===== config.mk =====
export PLATFORM = sky130hd
export DESIGN_NAME = ifec_top
export DESIGN_NICKNAME = d
export VERILOG_FILES = /design/src/hw/ifec_top.v /design/src/hw/ifec_flag_bank.v
export VERILOG_INCLUDE_DIRS = /design/src /design/src/include
export SDC_FILE = /design/constraint.sdc
export NUM_CORES = 1
export LEC_CHECK = 0
export BUFFER_PORTS_ARGS = -buffer_cell sky130_fd_sc_hd__buf_2
export CAP_MARGIN = 20
export CORE_MARGIN = 3
export CORE_UTILIZATION = 40
export CTS_CLUSTER_DIAMETER = 100
export DETAILED_ROUTE_END_ITERATION = 8
export SYNTH_ARGS = -nofsm -noshare
export SYNTH_HDL_FRONTEND = slang
export SYNTH_HIERARCHICAL = 1
export SYNTH_SLANG_ARGS = --single-unit

===== constraint.sdc =====
create_clock -name i_clk_sys -period 1.6 [get_ports i_clk_sys]
set_input_delay 0.08 -clock i_clk_sys [delete_from_list [all_inputs] [get_ports i_clk_sys]]
set_output_delay 0.08 -clock i_clk_sys [all_outputs]
set_load 0.02 [all_outputs]

===== src/include/ifec_consts.vh =====
// Purpose: Constants for the interrupt flag and edge control block
// Assumes: 16-bit registers reached by word index on a plain port
// Notes:   Masks mark implemented bits; all others read as zero
`ifndef IFEC_CONSTS_VH
`define IFEC_CONSTS_VH

// ****************************************************************
// Register word indices
// ****************************************************************
`define IFEC_ADDR_W 4
`define IFEC_DATA_W 16
`define IFEC_OFS_CTRL2 4'h0
`define IFEC_OFS_FLAGS0 4'h1
`define IFEC_OFS_FLAGS1 4'h2
`define IFEC_OFS_FLAGS2 4'h3
`define IFEC_OFS_ENABLE0 4'h4
`define IFEC_OFS_ENABLE1 4'h5
`define IFEC_OFS_ENABLE2 4'h6
`define IFEC_OFS_IRQ_STATUS 4'h7
`define IFEC_OFS_IRQ_MASK 4'h8

// ****************************************************************
// Field positions
// ****************************************************************
`define IFEC_BIT_ALT_VT 15
`define IFEC_BIT_TIMED_DIS 14
`define IFEC_POL_LSB 0
`define IFEC_POL_MSB 4
`define IFEC_NUM_EXT 5
`define IFEC_BIT_EXT0_FLAG 0
`define IFEC_BIT_EXT1_FLAG 4
`define IFEC_BIT_EXT2_FLAG 13
`define IFEC_ST_BANK0 0
`define IFEC_ST_BANK1 1
`define IFEC_ST_BANK2 2
`define IFEC_ST_EXT 3
`define IFEC_ST_W 4

// ****************************************************************
// Implemented-bit masks and reset values
// ****************************************************************
`define IFEC_CTRL2_WMASK 16'h801f
`define IFEC_BANK0_IMPL 16'h3fef
`define IFEC_BANK1_IMPL 16'hfedf
`define IFEC_BANK2_IMPL 16'h3fe3
`define IFEC_RESET_VAL 16'h0000
`define IFEC_ST_MASK 4'hf

`endif


===== src/hw/ifec_top.v =====
// Purpose: Interrupt control register two and three flag status banks
// Assumes: Plain register port, read data one cycle after the strobe
// Notes:   Enables gate flags onto the request outputs to the CPU
//
// Function
// Select bit fifteen picks alternate vector table
// Bit fourteen read-only, shows timed disable state
// Polarity bit one falling edge, zero rising
// Implemented bits reset zero; unimplemented read zero
// Flags read/write, hardware sets on request
// Bank zero layout: ADC down to pin0
// Bank one layout: UART2 down to I2C1 slave
// Bank two layout: parallel port, compares, captures, SPI2
// Pin flags set on selected edge
// Software clears flags; hardware only sets
// Per-source enable gates request forwarding
// Write one sets; hardware set beats clear
`timescale 1ns/100ps
`include "ifec_consts.vh"

module ifec_top (
  input wire i_clk_sys,
  input wire i_rst_n,
  // Register port
  input wire [3:0] i_addr,
  input wire [15:0] i_wdata,
  input wire i_wr,
  input wire i_rd,
  output reg [15:0] o_rdata,
  // Timed interrupt-disable state from the CPU
  input wire i_timed_irq_disable_active,
  // External interrupt pins 4 to 0
  input wire [4:0] i_ext_pin,
  // Peripheral request pulses, bank 0
  input wire i_adc_done,
  input wire i_uart1_tx,
  input wire i_uart1_rx,
  input wire i_spi1_event,
  input wire i_spi1_fault,
  input wire i_timer3,
  input wire i_timer2,
  input wire i_compare2,
  input wire i_capture2,
  input wire i_timer1,
  input wire i_compare1,
  input wire i_capture1,
  // Peripheral request pulses, bank 1
  input wire i_uart2_tx,
  input wire i_uart2_rx,
  input wire i_timer5,
  input wire i_timer4,
  input wire i_compare4,
  input wire i_compare3,
  input wire i_capture8,
  input wire i_capture7,
  input wire i_change_notify,
  input wire i_comparator,
  input wire i_i2c1_master,
  input wire i_i2c1_slave,
  // Peripheral request pulses, bank 2
  input wire i_parallel_port,
  input wire [3:0] i_compare8_5,
  input wire [3:0] i_capture6_3,
  input wire i_spi2_event,
  input wire i_spi2_fault,
  // Outputs toward the CPU and other banks
  output reg o_alt_vector_table_select,
  output reg [4:0] o_ext_edge,
  output reg [15:0] o_req_bank0,
  output reg [15:0] o_req_bank1,
  output reg [15:0] o_req_bank2,
  output reg o_irq
);

  // ****************************************************************
  // Functions
  // ****************************************************************
  // Decode a strobe against one register index
  function hit;
    input [3:0] addr;
    input [3:0] ofs;
    input strobe;
    begin
      hit = strobe && (addr == ofs);
    end
  endfunction

  // Edge of the selected polarity between two samples
  function edge_seen;
    input prev;
    input cur;
    input pol;
    begin
      if (pol) begin
        edge_seen = prev & ~cur; // Falling edge
      end else begin
        edge_seen = ~prev & cur; // Rising edge
      end
    end
  endfunction

  // ****************************************************************
  // Declarations
  // ****************************************************************
  reg alt_vt_r;
  reg timed_dis_r;
  reg [4:0] pol_r;
  reg [4:0] pin_prev_r;
  reg primed_r;
  reg [15:0] enable0_r;
  reg [15:0] enable1_r;
  reg [15:0] enable2_r;
  reg [3:0] irq_status_r;
  reg [3:0] irq_mask_r;
  reg [3:0] irq_status_nxt;
  reg [15:0] rdata_nxt;
  wire [4:0] edge_det;
  wire [15:0] set0;
  wire [15:0] set1;
  wire [15:0] set2;
  wire [15:0] flags0;
  wire [15:0] flags1;
  wire [15:0] flags2;
  wire [15:0] new0;
  wire [15:0] new1;
  wire [15:0] new2;
  wire wr_ctrl2;
  wire wr_en0;
  wire wr_en1;
  wire wr_en2;
  wire wr_mask;
  wire rd_status;

  // ****************************************************************
  // Write decode
  // ****************************************************************
  assign wr_ctrl2 = hit(i_addr, `IFEC_OFS_CTRL2, i_wr);
  assign wr_en0 = hit(i_addr, `IFEC_OFS_ENABLE0, i_wr);
  assign wr_en1 = hit(i_addr, `IFEC_OFS_ENABLE1, i_wr);
  assign wr_en2 = hit(i_addr, `IFEC_OFS_ENABLE2, i_wr);
  assign wr_mask = hit(i_addr, `IFEC_OFS_IRQ_MASK, i_wr);
  assign rd_status = hit(i_addr, `IFEC_OFS_IRQ_STATUS, i_rd);

  // ****************************************************************
  // Control register two
  // ****************************************************************
  // Vector table select and edge polarities are software written;
  // the disable bit follows the CPU and ignores writes
  always @(posedge i_clk_sys or negedge i_rst_n) begin
    if (!i_rst_n) begin
      alt_vt_r <= 1'b0;
      pol_r <= 5'h00;
      timed_dis_r <= 1'b0;
    end else begin
      if (wr_ctrl2) begin
        alt_vt_r <= i_wdata[`IFEC_BIT_ALT_VT];
        pol_r <= i_wdata[`IFEC_POL_MSB:`IFEC_POL_LSB];
      end
      timed_dis_r <= i_timed_irq_disable_active;
    end
  end

  // Table select drives the vector fetch logic
  always @(posedge i_clk_sys or negedge i_rst_n) begin
    if (!i_rst_n) begin
      o_alt_vector_table_select <= 1'b0;
    end else begin
      o_alt_vector_table_select <= wr_ctrl2 ?
        i_wdata[`IFEC_BIT_ALT_VT] : alt_vt_r;
    end
  end

  // ****************************************************************
  // External pin edge detection
  // ****************************************************************
  // Previous pin samples; primed_r blocks a false edge at the
  // first sample after reset, when pin_prev_r is not yet real
  always @(posedge i_clk_sys or negedge i_rst_n) begin
    if (!i_rst_n) begin
      pin_prev_r <= 5'h00;
      primed_r <= 1'b0;
    end else begin
      pin_prev_r <= i_ext_pin;
      primed_r <= 1'b1;
    end
  end

  // One detector per pin, each with its own polarity
  genvar gi;
  generate
    for (gi = 0; gi < `IFEC_NUM_EXT; gi = gi + 1) begin : g_edge
      assign edge_det[gi] = primed_r &
        edge_seen(pin_prev_r[gi], i_ext_pin[gi], pol_r[gi]);
    end
  endgenerate

  // Edge pulses for all five pins, registered one cycle after detection
  always @(posedge i_clk_sys or negedge i_rst_n) begin
    if (!i_rst_n) begin
      o_ext_edge <= 5'h00;
    end else begin
      o_ext_edge <= edge_det;
    end
  end

  // ****************************************************************
  // Hardware set vectors
  // ****************************************************************
  // Bank zero: ADC at 13 down to pin 0 at 0, bit 4 empty
  assign set0 = {2'b00, i_adc_done, i_uart1_tx, i_uart1_rx,
    i_spi1_event, i_spi1_fault, i_timer3, i_timer2, i_compare2,
    i_capture2, 1'b0, i_timer1, i_compare1, i_capture1,
    edge_det[0]};

  // Bank one: UART2 at 15 down to I2C1 slave, bits 8 and 5 empty
  assign set1 = {i_uart2_tx, i_uart2_rx, edge_det[2], i_timer5,
    i_timer4, i_compare4, i_compare3, 1'b0, i_capture8, i_capture7,
    1'b0, edge_det[1], i_change_notify, i_comparator, i_i2c1_master,
    i_i2c1_slave};

  // Bank two: parallel port at 13, compares 8..5, captures 6..3
  assign set2 = {2'b00, i_parallel_port, i_compare8_5, i_capture6_3,
    3'b000, i_spi2_event, i_spi2_fault};

  // ****************************************************************
  // Flag banks
  // ****************************************************************
  ifec_flag_bank #(
    .IMPL(`IFEC_BANK0_IMPL)
  ) u_bank0 (
    .i_clk_sys(i_clk_sys),
    .i_rst_n(i_rst_n),
    .i_wr(hit(i_addr, `IFEC_OFS_FLAGS0, i_wr)),
    .i_wdata(i_wdata),
    .i_set(set0),
    .o_flags(flags0),
    .o_new(new0)
  );

  ifec_flag_bank #(
    .IMPL(`IFEC_BANK1_IMPL)
  ) u_bank1 (
    .i_clk_sys(i_clk_sys),
    .i_rst_n(i_rst_n),
    .i_wr(hit(i_addr, `IFEC_OFS_FLAGS1, i_wr)),
    .i_wdata(i_wdata),
    .i_set(set1),
    .o_flags(flags1),
    .o_new(new1)
  );

  ifec_flag_bank #(
    .IMPL(`IFEC_BANK2_IMPL)
  ) u_bank2 (
    .i_clk_sys(i_clk_sys),
    .i_rst_n(i_rst_n),
    .i_wr(hit(i_addr, `IFEC_OFS_FLAGS2, i_wr)),
    .i_wdata(i_wdata),
    .i_set(set2),
    .o_flags(flags2),
    .o_new(new2)
  );

  // ****************************************************************
  // Enable registers and request forwarding
  // ****************************************************************
  // Enables share the flag layout; unused positions never store
  always @(posedge i_clk_sys or negedge i_rst_n) begin
    if (!i_rst_n) begin
      enable0_r <= 16'h0000;
      enable1_r <= 16'h0000;
      enable2_r <= 16'h0000;
    end else begin
      if (wr_en0) begin
        enable0_r <= i_wdata & `IFEC_BANK0_IMPL;
      end
      if (wr_en1) begin
        enable1_r <= i_wdata & `IFEC_BANK1_IMPL;
      end
      if (wr_en2) begin
        enable2_r <= i_wdata & `IFEC_BANK2_IMPL;
      end
    end
  end

  // A pending flag reaches the CPU only while its enable is set
  always @(posedge i_clk_sys or negedge i_rst_n) begin
    if (!i_rst_n) begin
      o_req_bank0 <= 16'h0000;
      o_req_bank1 <= 16'h0000;
      o_req_bank2 <= 16'h0000;
    end else begin
      o_req_bank0 <= flags0 & enable0_r;
      o_req_bank1 <= flags1 & enable1_r;
      o_req_bank2 <= flags2 & enable2_r;
    end
  end

  // ****************************************************************
  // Interrupt status, mask and output
  // ****************************************************************
  // Sticky events: a newly raised enabled flag per bank, and any
  // external edge; a read clears, an event in that cycle survives
  always @* begin
    irq_status_nxt = rd_status ? 4'h0 : irq_status_r;
    if (|(new0 & enable0_r)) begin
      irq_status_nxt[`IFEC_ST_BANK0] = 1'b1;
    end
    if (|(new1 & enable1_r)) begin
      irq_status_nxt[`IFEC_ST_BANK1] = 1'b1;
    end
    if (|(new2 & enable2_r)) begin
      irq_status_nxt[`IFEC_ST_BANK2] = 1'b1;
    end
    if (|o_ext_edge) begin
      irq_status_nxt[`IFEC_ST_EXT] = 1'b1;
    end
  end

  always @(posedge i_clk_sys or negedge i_rst_n) begin
    if (!i_rst_n) begin
      irq_status_r <= 4'h0;
      irq_mask_r <= 4'h0;
    end else begin
      irq_status_r <= irq_status_nxt;
      if (wr_mask) begin
        irq_mask_r <= i_wdata[3:0] & `IFEC_ST_MASK;
      end
    end
  end

  // Level output, high while any unmasked status bit stands
  always @(posedge i_clk_sys or negedge i_rst_n) begin
    if (!i_rst_n) begin
      o_irq <= 1'b0;
    end else begin
      o_irq <= |(irq_status_nxt & irq_mask_r);
    end
  end

  // ****************************************************************
  // Read path
  // ****************************************************************
  // Unimplemented bits and unmapped indices read as zero
  always @* begin
    rdata_nxt = 16'h0000;
    case (i_addr)
      `IFEC_OFS_CTRL2: begin
        rdata_nxt[`IFEC_BIT_ALT_VT] = alt_vt_r;
        rdata_nxt[`IFEC_BIT_TIMED_DIS] = timed_dis_r;
        rdata_nxt[`IFEC_POL_MSB:`IFEC_POL_LSB] = pol_r;
      end
      `IFEC_OFS_FLAGS0: begin
        rdata_nxt = flags0;
      end
      `IFEC_OFS_FLAGS1: begin
        rdata_nxt = flags1;
      end
      `IFEC_OFS_FLAGS2: begin
        rdata_nxt = flags2;
      end
      `IFEC_OFS_ENABLE0: begin
        rdata_nxt = enable0_r;
      end
      `IFEC_OFS_ENABLE1: begin
        rdata_nxt = enable1_r;
      end
      `IFEC_OFS_ENABLE2: begin
        rdata_nxt = enable2_r;
      end
      `IFEC_OFS_IRQ_STATUS: begin
        rdata_nxt[3:0] = irq_status_r;
      end
      `IFEC_OFS_IRQ_MASK: begin
        rdata_nxt[3:0] = irq_mask_r;
      end
      default: begin
        rdata_nxt = 16'h0000;
      end
    endcase
  end

  // Read data stand for one cycle after the strobe, else zero
  always @(posedge i_clk_sys or negedge i_rst_n) begin
    if (!i_rst_n) begin
      o_rdata <= 16'h0000;
    end else begin
      o_rdata <= i_rd ? rdata_nxt : 16'h0000;
    end
  end

endmodule


===== src/hw/ifec_flag_bank.v =====
// Purpose: One bank of sixteen request flags, hardware set, software rw
// Assumes: Write and set inputs are synchronous to i_clk_sys
// Notes:   Bits outside IMPL never store and always read zero
`timescale 1ns/100ps
`include "ifec_consts.vh"

module ifec_flag_bank #(
  parameter [15:0] IMPL = 16'hffff
) (
  input wire i_clk_sys,
  input wire i_rst_n,
  input wire i_wr,
  input wire [15:0] i_wdata,
  input wire [15:0] i_set,
  output reg [15:0] o_flags,
  output reg [15:0] o_new
);

  // ****************************************************************
  // Next flag value
  // ****************************************************************
  reg [15:0] flags_nxt;

  // Software write replaces the value, a write of 1 sets the flag;
  // a hardware set in the same cycle always wins over a cleared bit
  always @* begin
    if (i_wr) begin
      flags_nxt = (i_wdata | i_set) & IMPL;
    end else begin
      flags_nxt = (o_flags | i_set) & IMPL;
    end
  end

  // ****************************************************************
  // Flag storage
  // ****************************************************************
  // Power-on value is zero for every bit
  always @(posedge i_clk_sys or negedge i_rst_n) begin
    if (!i_rst_n) begin
      o_flags <= `IFEC_RESET_VAL;
      o_new <= `IFEC_RESET_VAL;
    end else begin
      o_flags <= flags_nxt;
      o_new <= flags_nxt & ~o_flags; // Rising flags this cycle
    end
  end

endmodule


==> key figures, run 1 <==
Run status
  – Status: finished, final reports clean

Timing
  – Worst hold slack: 3.64 ps
  – Final Cycle Share: 0.960
  – Max Freq: 651 MHz
  – RSZ-0062 raised after global routing: no
  – Max-slew headroom: 0.668
  – Fin crit period: 1540 ps
  – Clock Skews: 7.85 ps
  – Measured slew at the worst slew-check pin: 492 ps
  – Max-slew violation count: 0
  – Final hold vios: 0
  – Fin Setup TNS: 0 ps
  – Final setup viols: 0

Worst setup path
  – Crit path launch: i_addr[2]
  – R2R Setup Slk: 70 ps
  – Reg2reg start: o_ext_edge[1]
  – Worst Setup End Kind: register
  – Critical path required time: 1960 ps
  – Setup crit end: u_bank0/o_flags[10]
  – Critical path peak fanout: 26
  – R2R depth: 3
  – Worst-path cell chain: buf_2, buf_4, nor4b_4, and2_1, buf_12, a21oi_2, dlygate4sd3_1, o21ai_1
  – Max incr delay on CP: 570 ps
  – Setup CP Type: in -> reg
  – Crit path DAT: 1890 ps
  – Slowest CP cell: dlygate4sd3_1
  – RR Endpoint: o_irq
  – CP Launch Type: input port

Clock tree
  – Clk_lat worst skew: 430 ps
  – CTS Sinks: 195
  – CTS buffer count: 17
  – Setup bufs post-CTS: 0
  – Clk root buf: clkbuf_16
  – CTS tree: done
  – Reg clk slew, reported paths: 70 ps
  – Clk buf depth: 2
  – Max H-tree Level: 4

Floorplanning
  – Die area: 21600 um^2
  – Initial core utilization: 0.416
  – I/O Pins: 136
  – Die Ht: 147 um
  – Core Box Area: 19100 um^2
  – Die W: 147 um
  – Row count: 50

GRT
  – Initial antenna violation count: 0
  – Total track usage: 0.207
  – Vias in the first global route: 6035
  – First-pass GRT wire length: 34.4 mm
  – Overflow after GRT: 0
  – Largest net degree at the start of global routing: 60

Place
  – Post-DP HPWL: 15.8 mm
  – PortBufs: 125
  – GPL Wtd Cong: 0.862

Detailed routing
  – WL final: 21.8 mm
  – Detailed-router iteration count before antenna repair: 5
  – Number of DRC markers in iteration 0: 361
  – Via Count: 5768
  – Wirelength per Cell: 19.2 um
  – Antenna Nets Post-Route: 0
  – Via density: 5.09
  – Residual DRC count: 0

Cells and area
  – Ant diodes: 0
  – Ratio of cells with drive above 1 in the final layout: 0.302
  – Fillcell total: 1686
  – Layout area overhead: 28.8%
  – Nets: 926

Pwr
  – Switching part of the total: 0.274
  – Worst VDD drop: 0.760 mV
  – Gate power share: 0.168
  – Net Sw Power: 3.45 mW
  – Int Pwr: 9.14 mW
  – Leak: 4.96 nW
  – PwrDens: 1230 nW/um^2
  – Clock network fraction of total power: 0.353
  – Sequential power share: 0.479

Yosys
  – Area of the mapped netlist: 7940 um^2
  – Syn. warnings: 6
  – Syn Inst Count: 651
  – Syn Area/Cell: 12.2 um^2

Run
  – Max cap viols: 0

Worst hold path
  – Worst Hold Class: in -> reg
[metal layers]
layer / GRT usage / wire, um / vias to the layer above
li1: - / - / 2644
met3: 0.0404 / 1110 / 29
met4: 0.0682 / 437 / 0
met2: 0.341 / 10700 / 183
met5: 0 / 0 / -
met1: 0.278 / 9530 / 2912
[power groups by stage]
stage                     registers (mW)  logic [mW]  clock network (mW)
final                               6.03        2.11                4.45
after global routing                6.12        2.29                4.72
after CTS                           6.02        2.13                4.51
after detailed placement            6.11        2.01                   0
after global placement              6.10        1.98                   0
after floorplan                     6.32       0.828                   0
[cells in the final DEF (no fill, tap or decap), drive strengths merged, types with 14 or more instances in the layout]
cell type,count
a31oi,14
nand2,26
o21ai,46
mux2,49
a21oi,39
dlygate4sd3,56
nor2,48
and2,47
clkbuf,27
conb,21
inv,46
dfrtp,195
a22oi,45
buf,159
[cell type report]
class	instances	area [um^2]	area share
clock inverters	9	143	0.0139
well taps	260	325	0.0318
repair buffers	219	1600	0.156
clock buffers	23	478	0.0467
multi-input cells	385	2640	0.258
inverters	43	161	0.0158
flip-flops and latches	195	4880	0.477
[critical path: cells and delay by family]
family	cells	cell delay (ps)
AO/OA/AOI/OAI	2	150
buffers and inverters	4	1130
AND/OR/NAND/NOR	2	520
[timing repair]
action,in CTS,in global routing
setup endpoints to repair,1,7
cloned,0,0
gates resized for setup,1,6
hold endpoints to repair,285,0
hold buffers,56,0
[state kept, by name, indices dropped and copies added, names as in the netlist, 13 cells and up]
signal	count
enable1_r	14
u_bank1/o_flags	14
o_req_bank0	13
o_rdata	16
u_bank0/o_new	13
u_bank1/o_new	14
o_req_bank1	14
u_bank0/o_flags	13
enable0_r	13
[worst min-delay path by stage]
stage                    start            end  depth (start not counted)
floorplan              i_rst_n   enable0_r[0]                          0
global placement       i_rst_n  pin_prev_r[3]                          1
detailed placement     i_rst_n  pin_prev_r[3]                          1
CTS                 i_wdata[3]  irq_mask_r[3]                          2
global route        i_wdata[3]  irq_mask_r[3]                          2
finish              i_wdata[3]  irq_mask_r[3]                          2
[per-stage QoR]
stage	area (um^2)	cells	power [mW]	setup WS, ps	util
after detailed placement	9020	1046	8.12	-4.79	0.473
after floorplan	8000	667	7.15	69.6	-
after global placement	9020	1046	8.08	-3.41	0.473
final	10200	1134	12.6	64.6	0.536
after CTS	10200	1134	12.7	35.4	0.535
after global routing	10200	1134	13.1	5.18	0.536
(Power assumes the default switching activity.)
==> inputs of run 2 (changes only) <==
Settings changed: SYNTH_HIERARCHICAL 1 to default.
Clock period 1.6 ns to 1.9 ns, I/O delays scaled along.
==> run 2 against run 1 <==
Synthesized cell count is 2.2% higher. Combinational power decreased by 20%. Largest power group unchanged. Routed wire length increased by 5.2%. Design area is 0.57% lower. First-iteration DRC count is 32% higher. Largest cell class unchanged. Non-clock buffer count up 5. Critical endpoint is now u_bank2.o_new[8]. Synthesized area down 1.8%.
==> key figures, run 2 <==
Worst setup path
  – R2R depth: 4
  – R2R Setup Slk: 160 ps
  – Crit path DAT: 2180 ps
  – Worst Setup End Kind: register
  – RR Endpoint: o_irq
  – Critical path peak fanout: 15
  – Reg2reg start: enable0_r[6]
  – Setup CP Type: in -> reg
  – CP Launch Type: input port
  – Critical path required time: 2260 ps

Clock tree
  – Setup bufs post-CTS: 0
  – Clk root buf: clkbuf_16
  – Clk buf depth: 2
  – CTS Sinks: 195
  – CTS buffer count: 17
  – Max H-tree Level: 4
  – Reg clk slew, reported paths: 70 ps
  – CTS tree: done
  – Clk_lat worst skew: 430 ps

Floorplanning
  – Die Ht: 146 um
  – Die W: 146 um
  – Core Box Area: 18900 um^2
  – Initial core utilization: 0.413
  – Die area: 21200 um^2
  – Row count: 50
  – I/O Pins: 136

Timing
  – Final Cycle Share: 0.957
  – Clock Skews: 8.21 ps
  – Fin crit period: 1820 ps
  – Fin Setup TNS: 0 ps
  – Max-slew headroom: 0.375
  – RSZ-0062 raised after global routing: no
  – Max-slew violation count: 0
  – Final setup viols: 0
  – Final hold vios: 0
  – Max Freq: 550 MHz
  – Measured slew at the worst slew-check pin: 932 ps

Yosys
  – Post-synthesis register bit count: 195
  – Commonest cells in the netlist: 195 x dfrtp_1, 96 x nand2_1, 51 x a21oi_1, 51 x mux2_2, 45 x and2_1
  – Most frequent cell after synthesis: dfrtp_1
  – Syn. warnings: 0
  – Post-synth EDFFs: 0
  – Area of the mapped netlist: 7790 um^2
  – Largest area contributor in the netlist: dfrtp_1
  – Synth unique cells: 46
  – Synth top area cells: dfrtp_1 63%, mux2_2 7.4%, nand2_1 4.6%
  – Post-synth top area share: 0.626
  – Post-synthesis sequential area ratio: 0.626
  – Syn Area/Cell: 11.7 um^2
  – Syn Inst Count: 665
  – Main synth FF type: dfrtp_1
  – FFs w/ async S/R, synth: 1.00

Place
  – GPL Wtd Cong: 0.864
  – PortBufs: 125
  – Post-DP HPWL: 16.0 mm

Detailed routing
  – Wirelength per Cell: 19.8 um
  – Via density: 5.27
  – Residual DRC count: 0
  – WL final: 22.9 mm
  – Via Count: 6095
  – Detailed-router iteration count before antenna repair: 6
  – Number of DRC markers in iteration 0: 478
  – Antenna Nets Post-Route: 0

Cells and area
  – Max reg flops: 16
  – Commonest non-fill, non-tap cell in the layout: dfrtp_1
  – Final core occ: 0.538
  – Layout area overhead: 30.5%
  – Ratio of cells with drive above 1 in the final layout: 0.276
  – Largest Register: o_rdata
  – Nets: 948
  – Most frequent cells in the layout: 195 x dfrtp_1, 124 x buf_2, 96 x nand2_1

GRT
  – Overflow after GRT: 0
  – First-pass GRT wire length: 35.9 mm
  – Initial antenna violation count: 1
  – Vias in the first global route: 6325
  – Total track usage: 0.219
  – Largest net degree at the start of global routing: 55

Worst hold path
  – Worst hold path stage count: 3
  – Worst Hold Class: in -> reg
  – Hold wc startpoint: i_wdata[3]
  – Hold EP: u_bank0.o_new[3]

Pwr
  – Net Sw Power: 2.92 mW
  – Switching part of the total: 0.273
  – PwrDens: 1050 nW/um^2
  – Int Pwr: 7.77 mW
  – Clock network fraction of total power: 0.366
  – Sequential power share: 0.477
  – Worst VDD drop: 0.655 mV
  – Leak: 4.89 nW
  – Gate power share: 0.157

Run status
  – Status: finished, final reports clean

Run
  – Max cap viols: 0
-- run 2: logic make-up after synthesis --
kind of cell	Yosys count	synth area share
compound gates	116	0.0974
flops	195	0.626
simple gates	230	0.150
other cells	2	0.000964
mux	59	0.0856
buf+inv	63	0.0401
-- run 2: cell type report --
cell class | count | area, um^2
Antenna cell | 1 | 2.50
Clock buffer | 18 | 429
Clock inverter | 13 | 206
Fill cell | 1694 | 8720
Inverter | 29 | 109
Multi-Input combinational cell | 416 | 2640
Sequential cell | 195 | 4880
Tap cell | 260 | 325
Timing Repair Buffer | 224 | 1580
-- run 2: layer usage --
layer | GRT usage | routed length [um]
met1 | 0.301 | 9940
met2 | 0.347 | 11000
met3 | 0.0442 | 1410
met4 | 0.0788 | 556
met5 | 0 | 0
-- run 2: worst max-delay path, stage by stage --
cell	delay, ps
buf_2	150
buf_4	200
and4bb_2	340
and2_1	530
a21oi_1	160
dlygate4sd3_1	600
nor2_1	100
-- run 2: how the worst max path moves through the flow --
stage               cells past startpoint                to          start
CTS                                     4             o_irq   enable0_r[6]
detailed placement                      6     enable0_r[11]      i_addr[3]
global route                            7  u_bank2.o_new[8]      i_addr[3]
finish                                  7  u_bank2.o_new[8]      i_addr[3]
floorplan                               3             o_irq  o_ext_edge[1]
global placement                        6      enable0_r[6]      i_addr[3]
-- run 2: repair_timing --
item | in CTS | in global routing
resized for setup | 0 | 0
hold buffers | 67 | 0
endpoints found under the hold margin | 145 | 0
-- run 2: power groups by stage --
stage	clock (mW)	combinational, mW	sequential [mW]
final	3.92	1.68	5.10
after detailed placement	0	1.58	5.16
after CTS	3.97	1.69	5.09
after global routing	4.14	1.83	5.16
after floorplan	0	0.685	5.30
after global placement	0	1.56	5.14
-- run 2: metrics by stage --
stage	hold WS, ps	total power [mW]	area [um^2]	cells	worst slack (ps)
2_1_floorplan	-201	5.99	7830	674	448
3_3_place_gp	94.4	6.70	8860	1057	61.9
3_5_place_dp	104	6.74	8860	1057	48.0
4_1_cts	2.03	10.7	10200	1155	117
5_1_grt	20.8	11.1	10200	1156	13.6
6_report	17.6	10.7	10200	1156	82.5
==> inputs of run 3 (changes only) <==
Settings changed: CAP_MARGIN 20 to 30, SETUP_SLACK_MARGIN from default to 0.15.
==> run 3 against run 2 <==
Global-route usage about the same. Register-to-register slack improved by 90 ps. Clock skew is essentially flat. Core utilization about the same. Maximum frequency grew 8.0%. Cell count stayed put. Via count grew 0.30%. Largest cell class unchanged. Total power grew 0.14%. Sequential power hardly changed. Non-clock buffer count unchanged. Combinational power hardly changed.
==> key figures, run 3 (synthesized netlist as in run 2, its figures left out) <==
Run status
  – Status: finished, final reports clean

Worst setup path
  – Crit-path leading delay family: buffers and inverters
  – Setup CP Type: in -> reg
  – Crit path launch: i_addr[3]
  – Max incr delay on CP: 610 ps
  – R2R depth: 4
  – Setup crit end: u_bank2.o_flags[11]
  – Slowest CP cell: dlygate4sd3_1
  – Reg2reg start: enable0_r[5]
  – Crit path DAT: 2010 ps
  – RR Endpoint: o_irq
  – Critical path required time: 2230 ps
  – Worst-path cell chain: buf_2, buf_4, and4bb_2, and2_2, a21oi_1, dlygate4sd3_1, nand2_1
  – Crit path depth: 7
  – Critical path peak fanout: 15
  – Worst Setup End Kind: register
  – R2R Setup Slk: 250 ps
  – Buf/Inv on CP: 3
  – CP Launch Type: input port

Cells and area
  – Layout area overhead: 30.5%
  – Most frequent cells in the layout: 195 x dfrtp_1, 124 x buf_2, 96 x nand2_1
  – Ratio of cells with drive above 1 in the final layout: 0.280
  – Nets: 948
  – Post-route non-filler standard cell count: 1156
  – Max reg flops: 16
  – Commonest non-fill, non-tap cell in the layout: dfrtp_1
  – Fillcell total: 1694
  – Largest Register: o_rdata

Place
  – GPL Wtd Cong: 0.864
  – Placed cell count: 1057
  – PortBufs: 125
  – Post-DP HPWL: 16.0 mm

Timing
  – Final Cycle Share: 0.885
  – Measured slew at the worst slew-check pin: 896 ps
  – Fin crit period: 1680 ps
  – RSZ-0062 raised after global routing: no
  – Final hold vios: 0
  – Fin Setup TNS: 0 ps
  – Max-slew headroom: 0.399
  – Worst hold slack: 17.7 ps
  – Max Freq: 594 MHz
  – Final setup viols: 0
  – Max-slew violation count: 0
  – Clock Skews: 8.61 ps

GRT
  – Initial antenna violation count: 1
  – Vias in the first global route: 6314
  – First-pass GRT wire length: 35.8 mm
  – Largest net degree at the start of global routing: 55
  – Total track usage: 0.219
  – Overflow after GRT: 0

Detailed routing
  – Number of DRC markers in iteration 0: 465
  – Antenna Nets Post-Route: 0
  – WL final: 22.8 mm
  – Via density: 5.29
  – Via Count: 6113
  – Detailed-router iteration count before antenna repair: 5
  – Residual DRC count: 0
  – Wirelength per Cell: 19.8 um

Floorplanning
  – Initial core utilization: 0.413
  – Row count: 50
  – Die Ht: 146 um
  – Core Box Area: 18900 um^2
  – Die W: 146 um
  – I/O Pins: 136
  – Die area: 21200 um^2

Pwr
  – Worst VDD drop: 0.660 mV
  – PwrDens: 1050 nW/um^2
  – Design Power: 10.7 mW
  – Leak: 4.89 nW

Worst hold path
  – Hold wc startpoint: i_wdata[3]
  – Worst Hold Class: in -> reg

Clock tree
  – CTS tree: done
  – Clk buf depth: 2
  – Clk root buf: clkbuf_16
  – CTS buffer count: 17
  – Max H-tree Level: 4
  – Reg clk slew, reported paths: 70 ps
  – Clk_lat worst skew: 440 ps
  – CTS Sinks: 195

Run
  – Max cap viols: 0
-- run 3: what timing repair did --
item                                    in CTS  in global routing
pin swaps                                    1                  4
buffers inserted                             0                  2
endpoints found under the setup margin       1                  8
gates resized for setup                      1                  1
hold buffers                                65                  0
hold endpoints to repair                   145                  0
-- run 3: power breakdown --
group | switching [mW] | leakage, nW | internal (mW)
Clock | 1.58 | 0.307 | 2.33
Combinational | 0.931 | 2.23 | 0.761
Sequential | 0.413 | 2.35 | 4.68
-- run 3: worst min path at each step --
| stage | to | depth (start not counted) | slack [ps] |
|---|---|---|---|
| after floorplan | enable0_r[0] | 0 | -200 |
| after global placement | o_rdata[11] | 1 | 90 |
| after detailed placement | o_req_bank0[11] | 1 | 100 |
| after CTS | u_bank0.o_new[3] | 3 | 2 |
| after global routing | u_bank1.o_new[3] | 3 | 20 |
| final | u_bank0.o_new[3] | 3 | 20 |
-- run 3: final cells by class --
type,instances,area [um^2],area share
antenna,1,2.50,0.000246
clock buffer,18,429,0.0422
clock inverter,13,206,0.0203
inverter,29,109,0.0107
multi-input combinational,416,2640,0.260
sequential,195,4880,0.480
tap,260,325,0.0320
timing repair buffer,224,1580,0.155
-- run 3: worst min-delay path, stage by stage --
cell and delay [ps]:
buf_2 160, nand2_1 100, a21oi_1 70
-- run 3: per-layer routing --
layer	vias up	routed length [um]	track usage
met5	-	0	0
met4	0	544	0.0798
met3	40	1520	0.0430
met2	249	10900	0.345
met1	3090	9870	0.303
li1	2734	-	-
-- run 3: stage by stage --
| step | util | setup slack, ps | area [um^2] |
|---|---|---|---|
| global placement | 0.469 | 61.9 | 8860 |
| global route | 0.538 | 152 | 10200 |
| finish | 0.538 | 218 | 10200 |
| floorplan | - | 448 | 7830 |
| detailed placement | 0.469 | 48.0 | 8860 |
| CTS | 0.537 | 171 | 10200 |
